`config.mk`:
```
export PLATFORM = sky130hd
export DESIGN_NAME = can_bit_timing
export DESIGN_NICKNAME = d
export VERILOG_FILES = /design/src/rtl/can_bit_timing_pkg.sv /design/src/rtl/can_bit_timing.sv
export SDC_FILE = /design/constraint.sdc
export NUM_CORES = 1
export LEC_CHECK = 0
export BUFFER_PORTS_ARGS = -buffer_cell sky130_fd_sc_hd__buf_2
export CAP_MARGIN = 10
export CORE_MARGIN = 2
export CORE_UTILIZATION = 53
export CTS_CLUSTER_DIAMETER = 40
export DETAILED_ROUTE_END_ITERATION = 6
export GPL_ROUTABILITY_DRIVEN = 1
export PLACE_DENSITY = 0.73
export SYNTH_ARGS = -nofsm -noshare
export SYNTH_HDL_FRONTEND = slang
export SYNTH_SLANG_ARGS = --single-unit
```
`constraint.sdc`:
```
create_clock -name pclk -period 9.5 [get_ports pclk]
set_clock_uncertainty 0.1 [all_clocks]
set_input_delay 0.475 -clock pclk [delete_from_list [all_inputs] [get_ports pclk]]
set_output_delay 0.475 -clock pclk [all_outputs]
set_load 0.05 [all_outputs]
```
`src/rtl/can_bit_timing_pkg.sv`:
```
// Package for the CAN bit timing block: register map, fields, timing constants
package can_bit_timing_pkg;

  // Register byte offsets
  localparam logic [7:0] OFS_PRESCALE = 8'h00;
  localparam logic [7:0] OFS_SEGMENT  = 8'h04;
  localparam logic [7:0] OFS_CONTROL  = 8'h08;
  localparam logic [7:0] OFS_STATUS   = 8'h0C;

  // Field positions in the segment register
  localparam int SEG1_LSB = 0;
  localparam int SEG2_LSB = 8;
  localparam int SJW_LSB  = 16;
  localparam int FIELD_W  = 5;

  // Reset values: 40 MHz clock, quantum of 40 clocks -> 8 quanta of 1000 ns (8 x 40 = 320 clk)
  localparam logic [7:0] PRESCALE_RST = 8'h27;
  localparam logic [4:0] SEG1_RST     = 5'h04;
  localparam logic [4:0] SEG2_RST     = 5'h03;
  localparam logic [4:0] SJW_RST      = 5'h03;
  localparam logic [4:0] SEG2_MIN     = 5'h02;

  // Timing figures
  localparam int CLK_PERIOD_NS = 25;
  localparam int BIT_NOM_NS    = 8000;
  localparam int BIT_MIN_NS    = 7904;
  localparam int BIT_MAX_NS    = 8096;
  localparam int TQ_MAX_NS     = 1000;
  localparam int TQ_MIN_NS     = 615;
  localparam int BIT_NOM_CLK   = BIT_NOM_NS / CLK_PERIOD_NS;
  localparam int BIT_MIN_CLK   = (BIT_MIN_NS + CLK_PERIOD_NS - 1) / CLK_PERIOD_NS;
  localparam int BIT_MAX_CLK   = BIT_MAX_NS / CLK_PERIOD_NS;
  localparam int TQ_MAX_CLK    = TQ_MAX_NS / CLK_PERIOD_NS;
  localparam logic [7:0] PRESCALE_MAX = 8'(TQ_MAX_CLK - 1);

  // Bit segments
  typedef enum logic [1:0] {SEG_SYNC, SEG_PHASE1, SEG_PHASE2} seg_t;

  // Programmed timing carried as one bundle
  typedef struct packed {
    logic [7:0] prescale;
    logic [4:0] seg1;
    logic [4:0] seg2;
    logic [4:0] sjw;
  } timing_cfg_t;

endpackage

```
`src/rtl/can_bit_timing.sv`:
```
// CAN bit timing unit with APB register access
//
// The APB slave port and the address map were decided locally.
`timescale 1ns/10ps

module can_bit_timing (
  // APB
  input  wire logic        pclk,
  input  wire logic        presetn,
  input  wire logic        psel,
  input  wire logic        penable,
  input  wire logic        pwrite,
  input  wire logic [7:0]  paddr,
  input  wire logic [31:0] pwdata,
  output logic      [31:0] prdata,
  output logic             pready,
  output logic             pslverr,
  // CAN receive line and bit events
  input  wire logic        rx_line,
  input  wire logic        bus_idle,
  output logic             sample_bit,
  output logic             sample_strobe,
  output logic             bit_start
);

  can_bit_timing_pkg::timing_cfg_t cfg_reg;
  logic                            enable_reg;
  logic                            rx_prev_reg;
  logic [7:0]                      tq_cnt_reg;
  logic [4:0]                      seg_cnt_reg;
  logic [5:0]                      seg_len_reg;
  can_bit_timing_pkg::seg_t        seg_reg;
  logic [15:0]                     resync_cnt_reg;
  logic                            hard_sync_seen_reg;

  logic apb_wr;
  logic apb_rd;
  logic tq_tick;
  logic edge_fall;
  logic seg_done;
  logic [4:0] p1_len;
  logic [5:0] p1_ext;
  logic [5:0] p2_cut;
  logic       p2_restart;

  function automatic logic addr_hit(input logic [7:0] a, input logic [7:0] ofs);
    return a == ofs;
  endfunction

  function automatic logic [5:0] min6(input logic [5:0] a, input logic [5:0] b);
    return (a < b) ? a : b;
  endfunction

  assign apb_wr  = psel && penable && pwrite;
  assign apb_rd  = psel && !pwrite;
  assign pready  = 1'b1;
  assign pslverr = 1'b0;

  // Register writes; divider clamped so a quantum never exceeds its ceiling
  always_ff @(posedge pclk or negedge presetn) begin
    if (!presetn) begin
      cfg_reg.prescale <= can_bit_timing_pkg::PRESCALE_RST;
      cfg_reg.seg1     <= can_bit_timing_pkg::SEG1_RST;
      cfg_reg.seg2     <= can_bit_timing_pkg::SEG2_RST;
      cfg_reg.sjw      <= can_bit_timing_pkg::SJW_RST;
      enable_reg       <= 1'b1;
    end else if (apb_wr) begin
      if (addr_hit(paddr, can_bit_timing_pkg::OFS_PRESCALE)) begin
        cfg_reg.prescale <= (pwdata[7:0] > can_bit_timing_pkg::PRESCALE_MAX) ?
                            can_bit_timing_pkg::PRESCALE_MAX : pwdata[7:0];
      end
      if (addr_hit(paddr, can_bit_timing_pkg::OFS_SEGMENT)) begin
        cfg_reg.seg1 <= pwdata[can_bit_timing_pkg::SEG1_LSB +: can_bit_timing_pkg::FIELD_W];
        cfg_reg.seg2 <= (pwdata[can_bit_timing_pkg::SEG2_LSB +: can_bit_timing_pkg::FIELD_W] <
                         can_bit_timing_pkg::SEG2_MIN) ? can_bit_timing_pkg::SEG2_MIN :
                        pwdata[can_bit_timing_pkg::SEG2_LSB +: can_bit_timing_pkg::FIELD_W];
        cfg_reg.sjw  <= pwdata[can_bit_timing_pkg::SJW_LSB +: can_bit_timing_pkg::FIELD_W];
      end
      if (addr_hit(paddr, can_bit_timing_pkg::OFS_CONTROL)) begin
        enable_reg <= pwdata[0];
      end
    end
  end

  // Read data from flip-flops; unmapped addresses read zero
  always_ff @(posedge pclk or negedge presetn) begin
    if (!presetn) begin
      prdata <= 32'h0000_0000;
    end else if (apb_rd && !penable) begin
      prdata <= 32'h0000_0000;
      if (addr_hit(paddr, can_bit_timing_pkg::OFS_PRESCALE)) begin
        prdata[7:0] <= cfg_reg.prescale;
      end
      if (addr_hit(paddr, can_bit_timing_pkg::OFS_SEGMENT)) begin
        prdata[can_bit_timing_pkg::SEG1_LSB +: can_bit_timing_pkg::FIELD_W] <= cfg_reg.seg1;
        prdata[can_bit_timing_pkg::SEG2_LSB +: can_bit_timing_pkg::FIELD_W] <= cfg_reg.seg2;
        prdata[can_bit_timing_pkg::SJW_LSB +: can_bit_timing_pkg::FIELD_W]  <= cfg_reg.sjw;
      end
      if (addr_hit(paddr, can_bit_timing_pkg::OFS_CONTROL)) begin
        prdata[0] <= enable_reg;
      end
      if (addr_hit(paddr, can_bit_timing_pkg::OFS_STATUS)) begin
        prdata[1:0]  <= seg_reg;
        prdata[2]    <= hard_sync_seen_reg;
        prdata[31:16] <= resync_cnt_reg;
      end
    end
  end

  // Quantum divider: prescale+1 clocks per quantum
  always_ff @(posedge pclk or negedge presetn) begin
    if (!presetn) begin
      tq_cnt_reg <= 8'h00;
    end else if (!enable_reg || (edge_fall && bus_idle) || tq_tick || p2_restart) begin
      // A cut that ends the bit restarts the divider so the next sync is a full quantum
      tq_cnt_reg <= 8'h00;
    end else begin
      tq_cnt_reg <= tq_cnt_reg + 8'h01;
    end
  end

  // Compare with >= so a smaller divider written mid-quantum does not wrap the counter
  assign tq_tick   = enable_reg && (tq_cnt_reg >= cfg_reg.prescale);
  assign p2_restart = edge_fall && !bus_idle && seg_reg == can_bit_timing_pkg::SEG_PHASE2 &&
                      (6'({1'b0, cfg_reg.seg2}) - 6'({1'b0, seg_cnt_reg}) <= p2_cut);
  assign edge_fall = rx_prev_reg && !rx_line;
  assign p1_len    = cfg_reg.seg1;
  assign p1_ext    = 6'({1'b0, p1_len}) + 6'({1'b0, cfg_reg.sjw});
  assign p2_cut    = min6(6'({1'b0, cfg_reg.sjw}), 6'({1'b0, cfg_reg.seg2}));
  assign seg_done  = tq_tick && (6'({1'b0, seg_cnt_reg}) + 6'h01 >= seg_len_reg);

  always_ff @(posedge pclk or negedge presetn) begin
    if (!presetn) begin
      rx_prev_reg <= 1'b1;
    end else begin
      rx_prev_reg <= rx_line;
    end
  end

  // Segment sequencer: sync, first phase, second phase
  always_ff @(posedge pclk or negedge presetn) begin
    if (!presetn) begin
      seg_reg     <= can_bit_timing_pkg::SEG_SYNC;
      seg_cnt_reg <= 5'h00;
      seg_len_reg <= 6'h01;
    end else if (!enable_reg || (edge_fall && bus_idle)) begin
      seg_reg     <= can_bit_timing_pkg::SEG_SYNC;
      seg_cnt_reg <= 5'h00;
      seg_len_reg <= 6'h01;
    end else if (edge_fall && seg_reg == can_bit_timing_pkg::SEG_PHASE1) begin
      // Lengthen by the quanta already elapsed, capped at the jump width
      seg_len_reg <= 6'({1'b0, p1_len}) +
                     min6(6'({1'b0, seg_cnt_reg}) + 6'h01, 6'({1'b0, cfg_reg.sjw}));
      if (tq_tick) begin
        seg_cnt_reg <= seg_cnt_reg + 5'h01;
      end
    end else if (edge_fall && seg_reg == can_bit_timing_pkg::SEG_PHASE2) begin
      // Cut the segment short; end this bit now if the cut covers the remainder
      if (6'({1'b0, cfg_reg.seg2}) - 6'({1'b0, seg_cnt_reg}) <= p2_cut) begin
        seg_reg     <= can_bit_timing_pkg::SEG_SYNC;
        seg_cnt_reg <= 5'h00;
        seg_len_reg <= 6'h01;
      end else begin
        seg_len_reg <= 6'({1'b0, cfg_reg.seg2}) - p2_cut;
      end
    end else if (seg_done) begin
      seg_cnt_reg <= 5'h00;
      unique case (seg_reg)
        can_bit_timing_pkg::SEG_SYNC: begin
          seg_reg     <= can_bit_timing_pkg::SEG_PHASE1;
          seg_len_reg <= 6'({1'b0, p1_len});
        end
        can_bit_timing_pkg::SEG_PHASE1: begin
          seg_reg     <= can_bit_timing_pkg::SEG_PHASE2;
          seg_len_reg <= 6'({1'b0, cfg_reg.seg2});
        end
        can_bit_timing_pkg::SEG_PHASE2: begin
          seg_reg     <= can_bit_timing_pkg::SEG_SYNC;
          seg_len_reg <= 6'h01;
        end
        default: begin
          seg_reg     <= can_bit_timing_pkg::SEG_SYNC;
          seg_len_reg <= 6'h01;
        end
      endcase
    end else if (tq_tick) begin
      seg_cnt_reg <= seg_cnt_reg + 5'h01;
    end
  end

  // Single sample at the first/second phase boundary; no majority vote
  always_ff @(posedge pclk or negedge presetn) begin
    if (!presetn) begin
      sample_bit    <= 1'b1;
      sample_strobe <= 1'b0;
      bit_start     <= 1'b0;
    end else begin
      sample_strobe <= seg_done && seg_reg == can_bit_timing_pkg::SEG_PHASE1;
      bit_start     <= seg_done && seg_reg == can_bit_timing_pkg::SEG_SYNC;
      if (seg_done && seg_reg == can_bit_timing_pkg::SEG_PHASE1) begin
        sample_bit <= rx_line;
      end
    end
  end

  // Status: count of resynchronisations, hard sync seen
  always_ff @(posedge pclk or negedge presetn) begin
    if (!presetn) begin
      resync_cnt_reg     <= 16'h0000;
      hard_sync_seen_reg <= 1'b0;
    end else begin
      if (edge_fall && !bus_idle && seg_reg != can_bit_timing_pkg::SEG_SYNC) begin
        resync_cnt_reg <= resync_cnt_reg + 16'h0001;
      end
      if (edge_fall && bus_idle) begin
        hard_sync_seen_reg <= 1'b1;
      end
    end
  end

  // Assertions
  logic [15:0] bit_clk_cnt;
  logic [15:0] bit_clks;
  logic        clean_bit_reg;
  assign bit_clks = (16'({8'h00, cfg_reg.prescale}) + 16'h0001) *
                    (16'h0001 + 16'(cfg_reg.seg1) + 16'(cfg_reg.seg2));

  // A bit counts as clean when no edge, write or disable touched it
  always_ff @(posedge pclk or negedge presetn) begin
    if (!presetn) begin
      clean_bit_reg <= 1'b0;
    end else if (edge_fall || apb_wr || !enable_reg) begin
      clean_bit_reg <= 1'b0;
    end else if (bit_start) begin
      clean_bit_reg <= 1'b1;
    end
  end

  always_ff @(posedge pclk or negedge presetn) begin
    if (!presetn) begin
      bit_clk_cnt <= 16'h0000;
    end else if (bit_start) begin
      bit_clk_cnt <= 16'h0001;
    end else begin
      bit_clk_cnt <= bit_clk_cnt + 16'h0001;
    end
  end
endmodule

```
==> impl_metrics.csv <==
group,metric,value,unit
outcome,status,"completed",
place,gp_congestion,0.833,
critical_path,worstReg2RegStart,"cfg_reg[6]",
timing,layout_min_cycle_time,4.17,ns
timing,post-route-period-util,43.9,%
critical_path,crit_path_max_fanout,10,
power_and_ir_drop,power_frac_comb,10.7,%
min_path,hp-class,"primary input to flip-flop",
route,wl_per_cell,16.3,µm
critical_path,startpoint,"cfg_reg[6]",
floorplanning,dieArea,11700,µm²
cts,cts.path.max_buffers,2,
grt,grt_overflow,0,
floorplanning,rows,38,
floorplanning,start_util,53.7,%
critical_path,worstPathCellList,"inv_1, ha_1, a21o_1, a21o_1, a21o_1, a21oi_2, mux2i_1, ha_1, or2_2, nor2b_1, o311ai_2, a21oi_2, or3b_2, a21oi_1",
power_and_ir_drop,leakage,3.12,nW
power_and_ir_drop,power.switching,0.213,mW
logic_synthesis,yosys.area.top_type,"dfrtp_1",
critical_path,critPathMostFrequentCell,"a21o_1",
grt,grt_pass1_vias,4266,
final_layout,largest_reg_flops,29,
timing,finalHoldViolCount,0,
route,drc_errors,0,
grt,grt_max_degree,59,
floorplanning,dieWidth,108,µm
logic_synthesis,ys_types,69,
cts,clkTransAtPathRegs,0.10,ns
place,port_buffers,64,
critical_path,worstSetupEndpointType,"flip-flop",
floorplanning,die_h,108,µm
power_and_ir_drop,p_per_area,127,nW/µm²
timing,tightest_slew,1.06,ns
timing,slew_violations,0,
final_layout,fill_cells,943,
timing,max_freq,0.240,GHz
logic_synthesis,synthCells,597,
final_layout,final_cell_mix,"dfrtp_1, nand2_1, buf_2",
logic_synthesis,async_flop_share,100,%
job,maxCapViolations,0,
route,drtPass1Iterations,4,
cts,post_cts_resized,0,
timing,setup_viol,0,
floorplanning,pin_count,84,
critical_path,max_stage_delay,0.66,ns
timing,whs,0.138,ns
critical_path,critPathTopFamily,"compound AO/OA/AOI/OAI gates",
timing,setup-tns-final,0,ns
final_layout,mostFrequentLayoutCell,"dfrtp_1",
logic_synthesis,synth_top_area_share,35.7,%
route,vias,4536,
critical_path,crit_required,9.71,ns
final_layout,syn2layout_area_growth,10.9,%
logic_synthesis,syn-cell-area,5750,µm²
power_and_ir_drop,p_seq_share,51.7,%
route,via_per_inst,5.68,
power_and_ir_drop,p_int,0.595,mW
logic_synthesis,synth-edff-count,0,
place,place_inst,782,
final_layout,fin_nets,749,
min_path,worstHoldStart,"rx_line",
final_layout,final_util,59.6,%
cts,cts_setup_buffers,0,
cts,cts.sink_count,95,
grt,grt_pass1_wl,21.3,mm
power_and_ir_drop,switching_share,26.4,%
logic_synthesis,avgSynthCellArea,9.63,µm²
power_and_ir_drop,ir_drop,66.4,µV
final_layout,drive_gt1_share,20.6,%
logic_synthesis,ys_seq_area_share,41.6,%
cts,cts_tree,"yes",
final_layout,n_antenna_cell,0,
logic_synthesis,synth_area_leaders,"dfrtp_1, ha_1, dfstp_2",
place,hpwl,9.59,mm
route,drt-initial-drc-count,354,
critical_path,path_buf_inv,1,
grt,track_usage,23.2,%
cts,ctsHtreeMaxLevel,3,
power_and_ir_drop,clkPwrFrac,37.6,%
cts,cts-root-buf,"clkbuf_8",
critical_path,path_class,"flip-flop to flip-flop",
cts,cts_made_buffers,9,
final_layout,instances_no_fill,799,
timing,relSlewSlack,29.3,%
critical_path,cp-start-kind,"flip-flop",
critical_path,slowest_stage,"dfstp_2",
critical_path,worstPathArrival,4.39,ns
logic_synthesis,synth_seq_cells,95,
route,wl,13.0,mm
logic_synthesis,synth-main-ff-cell,"dfrtp_1",
floorplanning,coreArea,10700,µm²
cts,clk_latency,0.38,ns
logic_synthesis,ys_warn_count,0,
route,ant_nets,0,
timing,rsz0062_at_grt,"false",
grt,antenna_found_initial,0,
[power groups by stage]
stage | logic [mW] | clock network (mW) | registers, mW
2_1_floorplan | 0.0410 | 0 | 0.441
3_3_place_gp | 0.0846 | 0 | 0.425
6_report | 0.0867 | 0.304 | 0.418
5_1_grt | 0.0960 | 0.326 | 0.419
4_1_cts | 0.0875 | 0.307 | 0.418
3_5_place_dp | 0.0868 | 0 | 0.426
[routing by layer]
| layer | share of wire (%) | wire length (µm) | global-route usage (%) |
|---|---|---|---|
| met1 | 45 | 5890 | 30.8 |
| met2 | 49 | 6370 | 39.0 |
| met3 | 4.3 | 556 | 3.68 |
| met4 | 1.4 | 184 | 7.69 |
| met5 | 0 | 0 | 0 |
[kinds of logic (layout without fill, tap and decap cells)]
| group | after synthesis | after routing | share of synthesized area [%] |
|---|---|---|---|
| and+or+nand+nor | 220 | 220 | 19.5 |
| muxes | 27 | 27 | 5.16 |
| xor gates and xnor gates | 31 | 31 | 4.72 |
| AOI/OAI and AO/OA | 114 | 114 | 13.4 |
| DFF | 95 | 95 | 41.6 |
| buffers and inverters | 60 | 119 | 4.57 |
| adders and majority gates | 48 | 48 | 10.8 |
| other | 2 | 5 | 0.131 |
[what timing repair did]
| action | CTS | global route |
|---|---|---|
| hold buffers | 1 | 0 |
| hold endpoints to repair | 33 | 0 |
| setup endpoints to repair | 0 | 0 |
[final timing paths]
check	endpoint	slack, ns	depth (start not counted)
max	seg_cnt_reg[1]	5.33	14
min	rx_prev_reg	0.14	1
max reg2reg	seg_cnt_reg[1]	5.33	14
min reg2reg	prdata[29]	0.37	2
max in group asynchronous	tq_cnt_reg[3]	7.69	3
min in group asynchronous	cfg_reg[7]	0.49	2
[area by class of cell]
class                   count  area, µm²  share of cell area [%]
clock buffers              11        141                    2.22
clock inverters             5       81.3                    1.28
inverters                  36        135                    2.12
multi-input cells         445       3100                    48.7
flip-flops and latches     95       2390                    37.5
well taps                 140        175                    2.75
repair buffers             67        348                    5.45
[through the flow]
stage               instance area (µm²)  setup WS (ns)  power, mW
finish                             6380           5.33      0.809
CTS                                6380           5.36      0.813
detailed placement                 6140           5.37      0.513
global route                       6380           5.06      0.841
global placement                   6140           5.40      0.510
floorplan                          5760           5.78      0.483
[synth_stat cells, types with 6 or more instances]
master    number
a21o_1         7
a21oi_1       28
a221oi_1      10
clkbuf_1      13
dfrtp_1       82
dfstp_2       13
ha_1          45
inv_1         36
mux2_2        20
mux2i_1        6
nand2_1       69
nand2b_1       8
nand3_1       38
nor2_1        51
nor2b_1        6
nor3_1         8
o211ai_1       6
o21ai_0       23
o31ai_1        6
xnor2_1       18
xor2_1        13
Note: power is estimated with default switching activity, not from simulation.
